===== config.mk =====
export PLATFORM = sky130hd
export DESIGN_NAME = gdc_top
export DESIGN_NICKNAME = d
export VERILOG_FILES = /design/src/gdc_cfg_mem.v /design/src/gdc_top.v
export VERILOG_INCLUDE_DIRS = /design/src
export SDC_FILE = /design/constraint.sdc
export NUM_CORES = 1
export LEC_CHECK = 0
export BUFFER_PORTS_ARGS = -buffer_cell sky130_fd_sc_hd__buf_4
export CORE_MARGIN = 4
export CORE_UTILIZATION = 55
export CTS_CLUSTER_DIAMETER = 200
export DETAILED_ROUTE_END_ITERATION = 7
export GPL_TIMING_DRIVEN = 0
export PLACE_DENSITY = 0.82
export SETUP_SLACK_MARGIN = 0.05
export SLEW_MARGIN = 0
export SYNTH_ARGS = -nofsm -noshare
export SYNTH_HDL_FRONTEND = slang
export SYNTH_HIERARCHICAL = 1
export SYNTH_SLANG_ARGS = --single-unit
export TNS_END_PERCENT = 100

===== constraint.sdc =====
create_clock -name pclk -period 3.6 [get_ports pclk]
set_clock_uncertainty 0.15 [all_clocks]
set_input_delay 0.36 -clock pclk [delete_from_list [all_inputs] [get_ports pclk]]
set_output_delay 0.36 -clock pclk [all_outputs]
set_load 0.03 [all_outputs]

===== src/gdc_map.vh =====
`ifndef GDC_MAP_VH
`define GDC_MAP_VH
// ****************************************************
// register indices (byte address is four times these)
// ****************************************************
`define GDC_DATA_FIRST 7'h4B
`define GDC_DATA_LAST 7'h50
`define GDC_IRQ_STS 7'h60
`define GDC_IRQ_EN 7'h61
`define GDC_IRQ_CLR 7'h62
`define GDC_CFG_P1B0 7'h23
`define GDC_CFG_P1B1 7'h24
`define GDC_CFG_P1B2 7'h25
`define GDC_CFG_P1B3 7'h26
`define GDC_CFG_P1B4 7'h27
`define GDC_CFG_P1B5 7'h29
`define GDC_CFG_P1B6 7'h2A
`define GDC_CFG_P1B7 7'h2B
`define GDC_CFG_P2B1 7'h2C
`define GDC_CFG_P2B2 7'h2D
`define GDC_CFG_P2B7 7'h32
`define GDC_CFG_P3B0 7'h33
`define GDC_CFG_P3B1 7'h34
`define GDC_CFG_P3B2 7'h35
`define GDC_CFG_P3B3 7'h36
`define GDC_CFG_P3B4 7'h37
`define GDC_CFG_P3B6 7'h39
`define GDC_CFG_P3B7 7'h3A
`define GDC_CFG_P4B0 7'h3B
`define GDC_CFG_P4B2 7'h3D
`define GDC_CFG_P4B4 7'h6E
`define GDC_CFG_P4B5 7'h6F
`define GDC_CFG_P4B6 7'h72
`define GDC_CFG_P4B7 7'h73
`define GDC_CFG_P5B0 7'h3F
`define GDC_CFG_P5B1 7'h40
`define GDC_CFG_P5B2 7'h41
`define GDC_CFG_P5B3 7'h42
`define GDC_CFG_P5B4 7'h43
`define GDC_CFG_P5B5 7'h44
`define GDC_CFG_P5B6 7'h45
`define GDC_CFG_P5B7 7'h46
`define GDC_CFG_P6B0 7'h47
`define GDC_CFG_P6B1 7'h48
`define GDC_CFG_P6B2 7'h54
`define GDC_CFG_P6B3 7'h55
`define GDC_CFG_P6B4 7'h56
`define GDC_CFG_P6B5 7'h57
`define GDC_CFG_P6B6 7'h58
`define GDC_CFG_P6B7 7'h59
// ****************************************************
// configuration byte fields and reset values
// ****************************************************
`define GDC_CFG_DIR 0
`define GDC_CFG_POL 1
`define GDC_CFG_ALT 2
`define GDC_CFG_OD 7
`define GDC_CFG_RST 8'h01
// ****************************************************
// port numbers: group g bit n is port (g-1)*8+n
// ****************************************************
`define GDC_PORT_MASK 48'hFFFFF5DF86FF
`define GDC_PORT_KBD_DATA 6'h09
`define GDC_PORT_KBD_CLK 6'h0A
`define GDC_PORT_MOUSE_DATA 6'h12
`define GDC_PORT_MOUSE_CLK 6'h13
`define GDC_PORT_EE0 6'h28
`define GDC_PORT_EE1 6'h29
`endif


===== src/gdc_cfg_mem.v =====
`timescale 1ns/10ps
// ****************************************************
// configuration byte store, registered read
// ****************************************************
module gdc_cfg_mem #(
  parameter AW = 6,
  parameter DW = 8,
  parameter DEPTH = 48,
  parameter [7:0] RST = 8'h01
) (
  // clock and reset
  input wire pclk,
  input wire presetn,
  // write side
  input wire we,
  input wire [AW-1:0] waddr,
  input wire [DW-1:0] wdata,
  // read side
  input wire [AW-1:0] raddr,
  output reg [DW-1:0] rdata_q
);
  reg [DW-1:0] mem_q [0:DEPTH-1];
  integer i;

  always @(posedge pclk or negedge presetn) begin
    if (!presetn) begin
      for (i = 0; i < DEPTH; i = i + 1) begin
        mem_q[i] <= RST[DW-1:0];
      end
      rdata_q <= {DW{1'b0}};
    end else begin
      if (we) begin
        mem_q[waddr] <= wdata;
      end
      rdata_q <= mem_q[raddr];
    end
  end
endmodule // gdc_cfg_mem


===== src/gdc_top.v =====
// Added by the designer: the APB slave port.
`timescale 1ns/10ps
`include "gdc_map.vh"
// What this block does
// - each port owns one data bit and one eight-bit config byte
// - six packed data registers, index 4B to 50, bit n of group k
// - input port reads return the current pin level
// - output port drives the value software last wrote
// - data bit captured into a holding latch on every read and write
// - each config byte sits at a fixed index from 23 to 73
// - keyboard and mouse pins default to bidirectional peripheral use
// - ports 40 and 41 raise an event on either pin edge
// - config bit 0 direction, bit 1 polarity, bit 7 driver type
// - direction 0 output, 1 input; polarity 1 inverts both ways
// - writes to input data bits ignored; outputs read last write
module gdc_top #(
  parameter NPORT = 48
) (
  // apb slave
  input wire pclk,
  input wire presetn,
  input wire psel,
  input wire penable,
  input wire pwrite,
  input wire [11:0] paddr,
  input wire [31:0] pwdata,
  output wire [31:0] prdata,
  output wire pready,
  output wire pslverr,
  // general purpose pins, port p at bit p
  input wire [NPORT-1:0] gpio_in,
  output wire [NPORT-1:0] gpio_out,
  output wire [NPORT-1:0] gpio_oe,
  // keyboard and mouse controller side
  input wire [3:0] periph_drive_low,
  output wire [3:0] periph_line_in,
  // interrupt
  output wire both_edge_interrupt
);
  // ****************************************************
  // declarations
  // ****************************************************
  reg [NPORT-1:0] pin_s1_q;
  reg [NPORT-1:0] pin_s2_q;
  reg [1:0] ee_prev_q;
  reg [NPORT-1:0] out_q;
  reg [NPORT-1:0] hold_q;
  reg [NPORT-1:0] dir_q;
  reg [NPORT-1:0] pol_q;
  reg [NPORT-1:0] od_q;
  reg [NPORT-1:0] alt_q;
  reg [NPORT-1:0] pin_out_q;
  reg [NPORT-1:0] pin_oe_q;
  reg [NPORT-1:0] pin_out_d;
  reg [NPORT-1:0] pin_oe_d;
  reg [1:0] irq_sts_q;
  reg [1:0] irq_en_q;
  reg [31:0] prdata_q;
  reg pready_q;
  reg [6:0] slot;
  wire [6:0] idx;
  wire [5:0] cfg_port;
  wire cfg_hit;
  wire data_hit;
  wire irq_hit;
  wire hit;
  wire [2:0] grp;
  wire [5:0] grp_base;
  wire [NPORT-1:0] grp_sel;
  wire [NPORT-1:0] port_mask;
  wire [NPORT-1:0] per_mask;
  wire [NPORT-1:0] per_low;
  wire [NPORT-1:0] gpio_mode;
  wire [NPORT-1:0] view;
  wire [NPORT-1:0] wr_bits;
  wire [NPORT-1:0] out_next;
  wire [NPORT-1:0] view_next;
  wire [NPORT-1:0] hold_next;
  wire [7:0] cfg_rdata;
  wire acc_first;
  wire acc_done;
  wire wr_done;
  wire cfg_we;
  wire [1:0] ee_edge;
  wire [1:0] ee_now;
  wire [1:0] irq_clr;

  assign port_mask = `GDC_PORT_MASK;
  assign per_mask = ({{(NPORT-1){1'b0}}, 1'b1} << `GDC_PORT_KBD_DATA)
    | ({{(NPORT-1){1'b0}}, 1'b1} << `GDC_PORT_KBD_CLK)
    | ({{(NPORT-1){1'b0}}, 1'b1} << `GDC_PORT_MOUSE_DATA)
    | ({{(NPORT-1){1'b0}}, 1'b1} << `GDC_PORT_MOUSE_CLK);

  // ****************************************************
  // pin synchronisers
  // ****************************************************
  // pin levels are asynchronous; only the second stage reads the first
  always @(posedge pclk or negedge presetn) begin
    if (!presetn) begin
      pin_s1_q <= {NPORT{1'b0}};
      pin_s2_q <= {NPORT{1'b0}};
    end else begin
      pin_s1_q <= gpio_in;
      pin_s2_q <= pin_s1_q;
    end
  end

  assign periph_line_in = {pin_s2_q[`GDC_PORT_MOUSE_CLK],
    pin_s2_q[`GDC_PORT_MOUSE_DATA], pin_s2_q[`GDC_PORT_KBD_CLK],
    pin_s2_q[`GDC_PORT_KBD_DATA]};

  // ****************************************************
  // apb decode
  // ****************************************************
  // low address bits ignored: every register is one aligned word
  assign idx = paddr[8:2];
  assign data_hit = (paddr[11:9] == 3'h0) && (idx >= `GDC_DATA_FIRST)
    && (idx <= `GDC_DATA_LAST);
  assign irq_hit = (paddr[11:9] == 3'h0) && ((idx == `GDC_IRQ_STS)
    || (idx == `GDC_IRQ_EN) || (idx == `GDC_IRQ_CLR));
  assign cfg_hit = (paddr[11:9] == 3'h0) && slot[6];
  assign cfg_port = slot[5:0];
  assign hit = data_hit || irq_hit || cfg_hit;
  assign grp = idx[2:0] - 3'h3;
  assign grp_base = {grp, 3'h0};
  assign grp_sel = {{(NPORT-8){1'b0}}, 8'hFF} << grp_base;

  always @* begin
    case (idx)
      `GDC_CFG_P1B0: slot = {1'b1, 6'h00};
      `GDC_CFG_P1B1: slot = {1'b1, 6'h01};
      `GDC_CFG_P1B2: slot = {1'b1, 6'h02};
      `GDC_CFG_P1B3: slot = {1'b1, 6'h03};
      `GDC_CFG_P1B4: slot = {1'b1, 6'h04};
      `GDC_CFG_P1B5: slot = {1'b1, 6'h05};
      `GDC_CFG_P1B6: slot = {1'b1, 6'h06};
      `GDC_CFG_P1B7: slot = {1'b1, 6'h07};
      `GDC_CFG_P2B1: slot = {1'b1, 6'h09};
      `GDC_CFG_P2B2: slot = {1'b1, 6'h0A};
      `GDC_CFG_P2B7: slot = {1'b1, 6'h0F};
      `GDC_CFG_P3B0: slot = {1'b1, 6'h10};
      `GDC_CFG_P3B1: slot = {1'b1, 6'h11};
      `GDC_CFG_P3B2: slot = {1'b1, 6'h12};
      `GDC_CFG_P3B3: slot = {1'b1, 6'h13};
      `GDC_CFG_P3B4: slot = {1'b1, 6'h14};
      `GDC_CFG_P3B6: slot = {1'b1, 6'h16};
      `GDC_CFG_P3B7: slot = {1'b1, 6'h17};
      `GDC_CFG_P4B0: slot = {1'b1, 6'h18};
      `GDC_CFG_P4B2: slot = {1'b1, 6'h1A};
      `GDC_CFG_P4B4: slot = {1'b1, 6'h1C};
      `GDC_CFG_P4B5: slot = {1'b1, 6'h1D};
      `GDC_CFG_P4B6: slot = {1'b1, 6'h1E};
      `GDC_CFG_P4B7: slot = {1'b1, 6'h1F};
      `GDC_CFG_P5B0: slot = {1'b1, 6'h20};
      `GDC_CFG_P5B1: slot = {1'b1, 6'h21};
      `GDC_CFG_P5B2: slot = {1'b1, 6'h22};
      `GDC_CFG_P5B3: slot = {1'b1, 6'h23};
      `GDC_CFG_P5B4: slot = {1'b1, 6'h24};
      `GDC_CFG_P5B5: slot = {1'b1, 6'h25};
      `GDC_CFG_P5B6: slot = {1'b1, 6'h26};
      `GDC_CFG_P5B7: slot = {1'b1, 6'h27};
      `GDC_CFG_P6B0: slot = {1'b1, 6'h28};
      `GDC_CFG_P6B1: slot = {1'b1, 6'h29};
      `GDC_CFG_P6B2: slot = {1'b1, 6'h2A};
      `GDC_CFG_P6B3: slot = {1'b1, 6'h2B};
      `GDC_CFG_P6B4: slot = {1'b1, 6'h2C};
      `GDC_CFG_P6B5: slot = {1'b1, 6'h2D};
      `GDC_CFG_P6B6: slot = {1'b1, 6'h2E};
      `GDC_CFG_P6B7: slot = {1'b1, 6'h2F};
      default: slot = 7'h00;
    endcase
  end

  // ****************************************************
  // apb handshake
  // ****************************************************
  // one wait state so the config store read has time to settle
  assign acc_first = psel && penable && !pready_q;
  assign acc_done = psel && penable && pready_q;
  assign wr_done = acc_done && pwrite;
  assign pready = pready_q;
  assign pslverr = pready_q && !hit;
  assign prdata = prdata_q;

  always @(posedge pclk or negedge presetn) begin
    if (!presetn) begin
      pready_q <= 1'b0;
    end else begin
      pready_q <= acc_first;
    end
  end

  // ****************************************************
  // configuration store
  // ****************************************************
  // one config byte per port
  assign cfg_we = wr_done && cfg_hit;

  gdc_cfg_mem #(
    .AW(6),
    .DW(8),
    .DEPTH(NPORT),
    .RST(`GDC_CFG_RST)
  ) u_cfg_mem (
    .pclk(pclk),
    .presetn(presetn),
    .we(cfg_we),
    .waddr(cfg_port),
    .wdata(pwdata[7:0]),
    .raddr(cfg_port),
    .rdata_q(cfg_rdata)
  );

  // control bits kept beside the store so every pin sees them at once
  // direction, polarity, select and driver type fields
  always @(posedge pclk or negedge presetn) begin
    if (!presetn) begin
      dir_q <= {NPORT{1'b1}};
      pol_q <= {NPORT{1'b0}};
      od_q <= {NPORT{1'b0}};
      alt_q <= {NPORT{1'b0}};
    end else if (cfg_we) begin
      dir_q[cfg_port] <= pwdata[`GDC_CFG_DIR];
      pol_q[cfg_port] <= pwdata[`GDC_CFG_POL];
      od_q[cfg_port] <= pwdata[`GDC_CFG_OD];
      alt_q[cfg_port] <= pwdata[`GDC_CFG_ALT];
    end
  end

  // ****************************************************
  // data bits and holding latch
  // ****************************************************
  // peripheral use until the select bit picks general purpose
  assign gpio_mode = port_mask & ~(per_mask & ~alt_q);
  // inputs show the pin, polarity inverts it
  // bits with no port read as zero
  assign view = port_mask & ((dir_q & (pin_s2_q ^ pol_q))
    | (~dir_q & out_q));
  // only output bits of the addressed group take a write
  assign wr_bits = (wr_done && data_hit) ?
    (grp_sel & gpio_mode & ~dir_q) : {NPORT{1'b0}};
  assign out_next = (out_q & ~wr_bits)
    | ({6{pwdata[7:0]}} & wr_bits);
  assign view_next = port_mask & ((dir_q & (pin_s2_q ^ pol_q))
    | (~dir_q & out_next));
  assign hold_next = (hold_q & ~grp_sel) | (view_next & grp_sel);

  always @(posedge pclk or negedge presetn) begin
    if (!presetn) begin
      out_q <= {NPORT{1'b0}};
      hold_q <= {NPORT{1'b0}};
    end else begin
      // last written value kept for the pin
      out_q <= out_next;
      // latch on read and on write
      if (data_hit && ((acc_first && !pwrite) || wr_done)) begin
        hold_q <= hold_next;
      end
    end
  end

  // ****************************************************
  // pin drivers
  // ****************************************************
  assign per_low =
    ({{(NPORT-1){1'b0}}, periph_drive_low[0]} << `GDC_PORT_KBD_DATA)
    | ({{(NPORT-1){1'b0}}, periph_drive_low[1]} << `GDC_PORT_KBD_CLK)
    | ({{(NPORT-1){1'b0}}, periph_drive_low[2]} << `GDC_PORT_MOUSE_DATA)
    | ({{(NPORT-1){1'b0}}, periph_drive_low[3]} << `GDC_PORT_MOUSE_CLK);

  genvar gi;
  generate
    for (gi = 0; gi < NPORT; gi = gi + 1) begin : g_pin
      always @* begin
        pin_out_d[gi] = 1'b0;
        pin_oe_d[gi] = 1'b0;
        if (port_mask[gi] && !gpio_mode[gi]) begin
          // open-drain both ways, line read back through sync
          pin_oe_d[gi] = per_low[gi];
        end else if (gpio_mode[gi] && !dir_q[gi]) begin
          // polarity applied on the way out
          pin_out_d[gi] = out_q[gi] ^ pol_q[gi];
          pin_oe_d[gi] = od_q[gi] ? !pin_out_d[gi] : 1'b1;
        end
      end
    end
  endgenerate

  // drivers registered so pins never glitch on decode changes
  always @(posedge pclk or negedge presetn) begin
    if (!presetn) begin
      pin_out_q <= {NPORT{1'b0}};
      pin_oe_q <= {NPORT{1'b0}};
    end else begin
      pin_out_q <= pin_out_d;
      pin_oe_q <= pin_oe_d;
    end
  end

  assign gpio_out = pin_out_q;
  assign gpio_oe = pin_oe_q;

  // ****************************************************
  // either edge events
  // ****************************************************
  assign ee_now = {pin_s2_q[`GDC_PORT_EE1], pin_s2_q[`GDC_PORT_EE0]};
  // rising or falling edge on ports 40 and 41
  assign ee_edge = ee_now ^ ee_prev_q;
  assign irq_clr = (wr_done && idx == `GDC_IRQ_CLR) ?
    pwdata[1:0] : 2'h0;

  // status counts whether or not enabled; a new edge beats a clear
  always @(posedge pclk or negedge presetn) begin
    if (!presetn) begin
      ee_prev_q <= 2'h0;
      irq_sts_q <= 2'h0;
      irq_en_q <= 2'h0;
    end else begin
      ee_prev_q <= ee_now;
      irq_sts_q <= (irq_sts_q & ~irq_clr) | ee_edge;
      if (wr_done && idx == `GDC_IRQ_EN) begin
        irq_en_q <= pwdata[1:0];
      end
    end
  end

  assign both_edge_interrupt = |(irq_sts_q & irq_en_q);

  // ****************************************************
  // read data
  // ****************************************************
  always @(posedge pclk or negedge presetn) begin
    if (!presetn) begin
      prdata_q <= 32'h00000000;
    end else if (acc_first) begin
      prdata_q <= 32'h00000000;
      if (!pwrite) begin
        if (data_hit) begin
          // read returns what was latched now
          prdata_q[7:0] <= hold_next[grp_base +: 8];
        end else if (cfg_hit) begin
          prdata_q[7:0] <= cfg_rdata;
        end else if (idx == `GDC_IRQ_STS) begin
          prdata_q[1:0] <= irq_sts_q;
        end else if (idx == `GDC_IRQ_EN) begin
          prdata_q[1:0] <= irq_en_q;
        end
      end
    end
  end
endmodule // gdc_top


== Yosys cells after proc, flatten, opt, wreduce, memory -nomap -nowiden ==
Memory sizes are Yosys's and may differ from the RTL's.
Cells that the tools add are included.

* Equal/unequal tests: 3
* Bitwise gates (word level): 66
* Mux-type cells: 220
* Add/subtract/negate cells: 1
* Shift-type cells: 2
* Reductions and logical operators: 147
* Magnitude comparators: 6

{| class="wikitable"
|+ Operator list
! kind !! count
|-
| 48-bit AND || 8
|-
| 384-bit bitwise mux || 1
|-
| 1-bit 2-to-1 mux || 201
|-
| 48-bit bitwise mux || 4
|-
| 48-bit NOT || 3
|-
| 48-bit OR || 3
|-
| 1-bit zero test || 83
|-
| 1-bit logical AND || 57
|-
| 8-bit binary-select mux with 6-bit select || 1
|-
| 8-bit demux with 6-bit select || 1
|-
| 48-bit 2-to-1 mux || 1
|-
| 20-bit NOT with 48-bit output || 1
|-
| 48-bit by 7-bit indexed part select with 8-bit output || 1
|-
| 8-bit by 6-bit << shifter with 48-bit output (first input constant) || 1
|-
| 48-bit XOR || 1
|-
| 8-bit 2-to-1 mux || 5
|-
| 1-bit XOR || 40
|-
| 7-bit equality test (second input constant) || 3
|-
| 20-bit NOT || 1
|-
| 19-bit by 20-bit OR with 20-bit output || 1
|-
| 11-bit by 19-bit OR with 19-bit output || 1
|-
| 7-bit >= comparator (second input constant) || 2
|-
| 10-bit by 11-bit OR with 11-bit output || 1
|-
| 2-bit 2-to-1 mux || 4
|-
| 15 further kinds || 20
|}

* Word-level logic and storage cells: 510
* Output and inout port bits: 135
* Memory bits (read-only): 896
* Flip-flop bits (word level): 871
* Bits of input ports: 101
* Memories: 1

{| class="wikitable"
|+ Memory list
! name !! words !! width !! rd ports !! clocked after Yosys merged registers in !! write ports !! RTL line !! text
|-
| (name not given) || 128 || 7 || 1 || 0 || 0 || gdc_top.v:129 || <nowiki>case (idx)</nowiki>
|}

== Depth between registers and ports, before layout ==
* Depth after elaboration: 15
* Depth in mapped cells: 17
* Mapped depth without buffers: 12

== By module ==
Netlist, hierarchy kept.

{| class="wikitable"
|+ By module, submodules not included
! module !! seq. area each (um^2) !! area each (um^2) !! cells each !! instances
|-
| gdc_cfg_mem || 9,869.5 || 17,782.1 || 1,104 || 1
|-
| gdc_top || 9,734.3 || 17,538.1 || 1,506 || 1
|}

== Worst setup path before layout ==
No wires, ideal clock.

* Kind: input -> register
* Start point: in paddr[2]
* End point: reg u_cfg_mem.rdata_q[1]
* Library setup time: 0.124 ns
* Arrival time: 3.700 ns
* Path buffers: 5
* Path slack: -0.374 ns
* Cell stages on the path: 16
* Data required time: 3.326 ns
* Cells stage by stage: inv_1 clkbuf_1 ha_1 clkbuf_1 and3b_1 o31ai_1 a211o_1 and2_1 inv_2 buf_6 buf_6 buf_2 mux4_2 a22oi_1 a21boi_0 a211o_1

* Longest elaborated chain between the ends: 5

{| class="wikitable"
|+ Ends and longest elaborated chain
! what !! RTL line !! text
|-
| from (decl) || gdc_top.v:25 || <nowiki>input wire [11:0] paddr,</nowiki>
|-
| memory read 128 x 7 bit || -- ||
|-
| named net slot[0] || gdc_top.v:60 || <nowiki>reg [6:0] slot;</nowiki>
|-
| 6-bit NOT with 7-bit output (not written as such) || gdc_cfg_mem.v:35 || <nowiki>rdata_q <= mem_q[raddr];</nowiki>
|-
| 8-bit binary-select mux with 6-bit select || gdc_cfg_mem.v:35 ||
|-
| 8-bit 2-to-1 mux (not written as such) (2 in a row) || gdc_cfg_mem.v:35 ||
|-
| to (signal assigned) || gdc_cfg_mem.v:30 || <nowiki>rdata_q <= {DW{1'b0}};</nowiki>
|-
| to (signal assigned) || gdc_cfg_mem.v:35 ||
|-
| to (decl) || gdc_cfg_mem.v:20 || <nowiki>output reg [DW-1:0] rdata_q</nowiki>
|}

The timed path passes the listed nets, and every way through them passes these cells. The select of a mux whose other input is x is not followed.
A chain may end at the register's enable or synchronous reset.

== Worst setup path in the final report ==
* Start point: in paddr[3]
* End point: reg u_cfg_mem/mem_q[155] in the netlist's numbering

* Longest elaborated chain between the ends: 7
* Elaborated cells on any way between the ends: 10
* Classes of those cells: order compare (2); mux (3); bitwise (1); reduce/logical (3); memory (1)

{| class="wikitable"
|+ Ends and longest elaborated chain
! what !! RTL line !! text
|-
| memory read 128 x 7 bit * || -- ||
|-
| named net slot[1] || gdc_top.v:60 ||
|-
| 6-bit NOT with 7-bit output (not written as such) * || gdc_cfg_mem.v:33 || <nowiki>mem_q[waddr] <= wdata;</nowiki>
|-
| 7-bit >= comparator (not written as such) or 7-bit by 1-bit < comparator with 1-bit output (tied branches) || gdc_cfg_mem.v:33 ||
|-
| 1-bit logical AND (not written as such) || gdc_cfg_mem.v:33 ||
|-
| 8-bit 2-to-1 mux (not written as such) || gdc_cfg_mem.v:33 ||
|-
| 8-bit demux with 6-bit select * || gdc_cfg_mem.v:33 ||
|-
| 384-bit bitwise mux * || gdc_cfg_mem.v:33 ||
|-
| to (signal, indexed assignment) || gdc_cfg_mem.v:28 || <nowiki>mem_q[i] <= RST[DW-1:0];</nowiki>
|-
| to (signal, indexed assignment) || gdc_cfg_mem.v:33 ||
|-
| to (decl) || gdc_cfg_mem.v:22 || <nowiki>reg [DW-1:0] mem_q [0:DEPTH-1];</nowiki>
|}

The timed path passes the listed nets; every way through them passes the cells marked *.

==> flow_summary_export.csv <==
group,metric,value,unit
global_routing,grt_max_degree,133,
sta,timing.fmax,277,MHz
cells_and_area,layout-drive-gt1-share,41.7,%
sta,worst_slew_pin_slew,1160,ps
logic_synthesis,synth_edf_count,0,
logic_synthesis,synth_xor_area_share,2.06,%
clocking,cts_root_buffer,"clkbuf_16",
clocking,cts_made_buffers,81,
sta,rsz0062_at_grt,"yes",
logic_synthesis,synth_top_family_by_area,"multiplexers",
logic_synthesis,synthSimpleGateAreaFrac,6.79,%
die,coreArea,63300,um2
cells_and_area,multi_input_area,15100,um2
placed_design,portBuffers,159,
setup_path,crit_chain,"buf_4 > buf_4 > inv_4 > ha_4 > mux2_2 > mux4_2 > a32o_2 > buf_2 > nand2b_1 > nor2_1 > nand2_1 > mux2_2",
logic_synthesis,netlist_area,35300,um2
cells_and_area,final_common_cell,"dfrtp_1",
placed_design,place_hpwl,72.6,mm
route,wl_met1,39.8,mm
outcome,status,"complete, but fails checks",
route,viasPerCell,6.26,
sta,finalSetupViolCount,3,
logic_synthesis,synth-compound-area-share,6.98,%
logic_synthesis,muxShareOfSynthArea,25.0,%
logic_synthesis,synth-seq-cells,779,
clocking,cts_tree,"done",
outcome,failed_checks,"setup timing",
route,dr_wl_met2,50.9,mm
clocking,cts_buffer_depth,3,
clocking,path_clk_slew,60,ps
placed_design,dp_slack,-1350,ps
global_routing,overflow,0,
logic_synthesis,synth_seq_area_share,55.5,%
die,die_w,261,um
logic_synthesis,yosys_most_used_dff,"dfrtp_1",
logic_synthesis,async_reset_ff_share,100,%
cells_and_area,nets,3079,
route,ant_nets,0,
die,ios,236,
sta,period_minus_slack,3610,ps
die,die_y,261,um
setup_path,critPathSlowestCell,"mux4_2",
global_routing,track_usage,30.9,%
die,start_util,55.8,%
pwr,irDropWorstVdd,0.473,mV
cells_and_area,final_cell_mix,"dfrtp_1, mux2_2, buf_4",
setup_path,slowest_delay,450,ps
setup_path,critPathLaunchType,"input pin",
sta,fin_crit_sh,100,%
logic_synthesis,synthAdderAreaFrac,0.390,%
route,first_pass_iters,7,
route,top_layer,"met5",
route,drc,0,
global_routing,grt_pass1_wl,159,mm
route,wirelength,106,mm
setup_path,cp.required,3960,ps
setup_path,crit_type,"in2reg",
logic_synthesis,synth_cells,2610,
cells_and_area,area_growth,19.7,%
die,die-area,68300,um2
logic_synthesis,synth_cell_type_count,99,
global_routing,grt_pass1_vias,25600,
sta,finalWorstSetupSlack,-5.49,ps
sta,final_hold_viol_count,0,
route,drtIter0Drc,2404,
clocking,htreeDepth,3,
job,drv_cap,0,
pwr,leakage,19.9,nW
sta,finalMaxSlewViolations,0,
die,num_rows,92,
clocking,cts.sinks,779,
global_routing,antenna_found_initial,2,
logic_synthesis,synth_warnings,6,
setup_path,end_kind,"register",
min_path,min_path_type,"in2reg",
pwr,power_density,452,nW/um2
sta,max_slew_margin,22.2,%
logic_synthesis,avgSynthCellArea,13.5,um2
placed_design,gp_congestion,0.975,
route,vias,24300,
cells_and_area,fill_cells,4289,
cells_and_area,regArea,19600,um2
clocking,clk_latency,630,ps
setup_path,crit_fanout,10,
route,post_drt_wl_per_cell,27.4,um
route,wl_met3,8.65,mm
cells_and_area,final_util,66.8,%
setup_path,critPathArrivalTime,3960,ps
## logic make-up after synthesis
family / Yosys count
flops: 779
mux: 681
simple gates: 473
compound gates: 354
buf+inv: 228
xor+xnor: 83
fa+ha+maj: 11
other cells: 1
## layout make-up
cell class	count	share of cell area (%)
well taps	846	2.50
inverters	37	0.370
multi-input cells	1642	35.8
repair buffers	241	5.37
flip-flops and latches	779	46.4
clock buffers	120	5.72
clock inverters	31	0.991
plain buffers	185	2.86
diodes	4	0.0237
## routing by layer
metal	vias to the layer above	global-route usage, %
li1	10200	-
met3	394	6.78
met1	12500	39.3
met5	-	0
met4	2	16.2
met2	1219	50.3
## sequential cells by signal, summed over array words and instances (netlist names), 8 cells and up
register	cells
dir_q	40
gpio_oe	40
gpio_out	40
hold_q	48
od_q	40
out_q	40
pin_s1_q	40
pin_s2_q	40
pol_q	40
prdata	8
u_cfg_mem/mem_q	384
u_cfg_mem/rdata_q	8
## synth_stat cells, types with 7 or more instances
library cell | number | share of area (%)
o21ai_0 | 50 | 0.71
nand3_1 | 25 | 0.35
nor2_1 | 103 | 1.1
ha_1 | 11 | 0.39
o31ai_1 | 21 | 0.45
buf_4 | 47 | 1.0
nor2b_1 | 47 | 0.83
a21oi_1 | 87 | 1.2
buf_6 | 10 | 0.32
o21ai_1 | 12 | 0.17
mux2i_1 | 32 | 0.91
a21o_1 | 8 | 0.17
nand4_1 | 22 | 0.39
clkbuf_1 | 105 | 1.1
nor2_2 | 9 | 0.16
a31oi_1 | 20 | 0.35
a211o_1 | 13 | 0.32
nor3_1 | 17 | 0.24
a211oi_1 | 9 | 0.19
and2_1 | 24 | 0.43
buf_2 | 21 | 0.30
dfrtp_1 | 691 | 49
nand2_1 | 144 | 1.5
dfstp_2 | 88 | 6.5
o211ai_1 | 9 | 0.19
inv_1 | 33 | 0.35
nand2b_1 | 24 | 0.43
xor2_1 | 53 | 1.3
a221oi_1 | 8 | 0.20
a21boi_0 | 8 | 0.17
xnor2_1 | 30 | 0.74
a22oi_1 | 35 | 0.74
mux4_1 | 7 | 0.52
and3_1 | 9 | 0.16
mux2_1 | 12 | 0.38
mux2_2 | 532 | 17
mux4_2 | 97 | 6.2
## metrics by stage
step / area [um2] / hold WS (ps) / setup TNS (ps) / std cells / power (mW)
after floorplan: 35500 / -85.6 / 0 / 2649 / 9.65
after global routing: 42300 / 22.5 / 0 / 3881 / 19.7
final: 42300 / 39.0 / -7.28 / 3885 / 19.1
after detailed placement: 38000 / 185 / -356610 / 3661 / 10.3
after global placement: 37800 / 183 / -4838320 / 3654 / 10.2
after CTS: 41900 / 1.56 / 0 / 3869 / 19.1
## critical path: cells and delay by family
| kind | cells | cell delay [ps] |
|---|---|---|
| AOI/OAI and AO/OA | 1 | 360 |
| adders and majority gates | 1 | 250 |
| buffers and inverters | 4 | 770 |
| muxes | 3 | 1110 |
| and+or+nand+nor | 3 | 1090 |
## what timing repair did
item | in CTS | in global routing
endpoints found under the hold margin | 129 | 0
setup buffers | 12 | 12
gates resized for setup | 136 | 46
setup endpoints to repair | 467 | 306
gates cloned | 0 | 4
pin swaps | 10 | 9
hold buffers | 47 | 0
## worst paths after layout
kind / start / to / slack [ps] / cells after the start
max in group asynchronous: presetn / u_cfg_mem/mem_q[314] / 1580 / 4
min: pwdata[6] / out_q[30] / 40 / 2
max reg2reg: pready / u_cfg_mem/mem_q[155] / 0 / 8
max: paddr[3] / u_cfg_mem/mem_q[155] / -5 / 12
min reg2reg: pin_s1_q[36] / pin_s2_q[36] / 200 / 0
min in group asynchronous: presetn / gpio_out[22] / 190 / 2
## report_power, final
part | leakage (nW) | internal [mW] | switching (mW)
logic | 8.31 | 0.459 | 0.952
clock network | 1.40 | 5.26 | 3.57
registers | 10.2 | 8.82 | 0.0391
(Power assumes the default switching activity.)
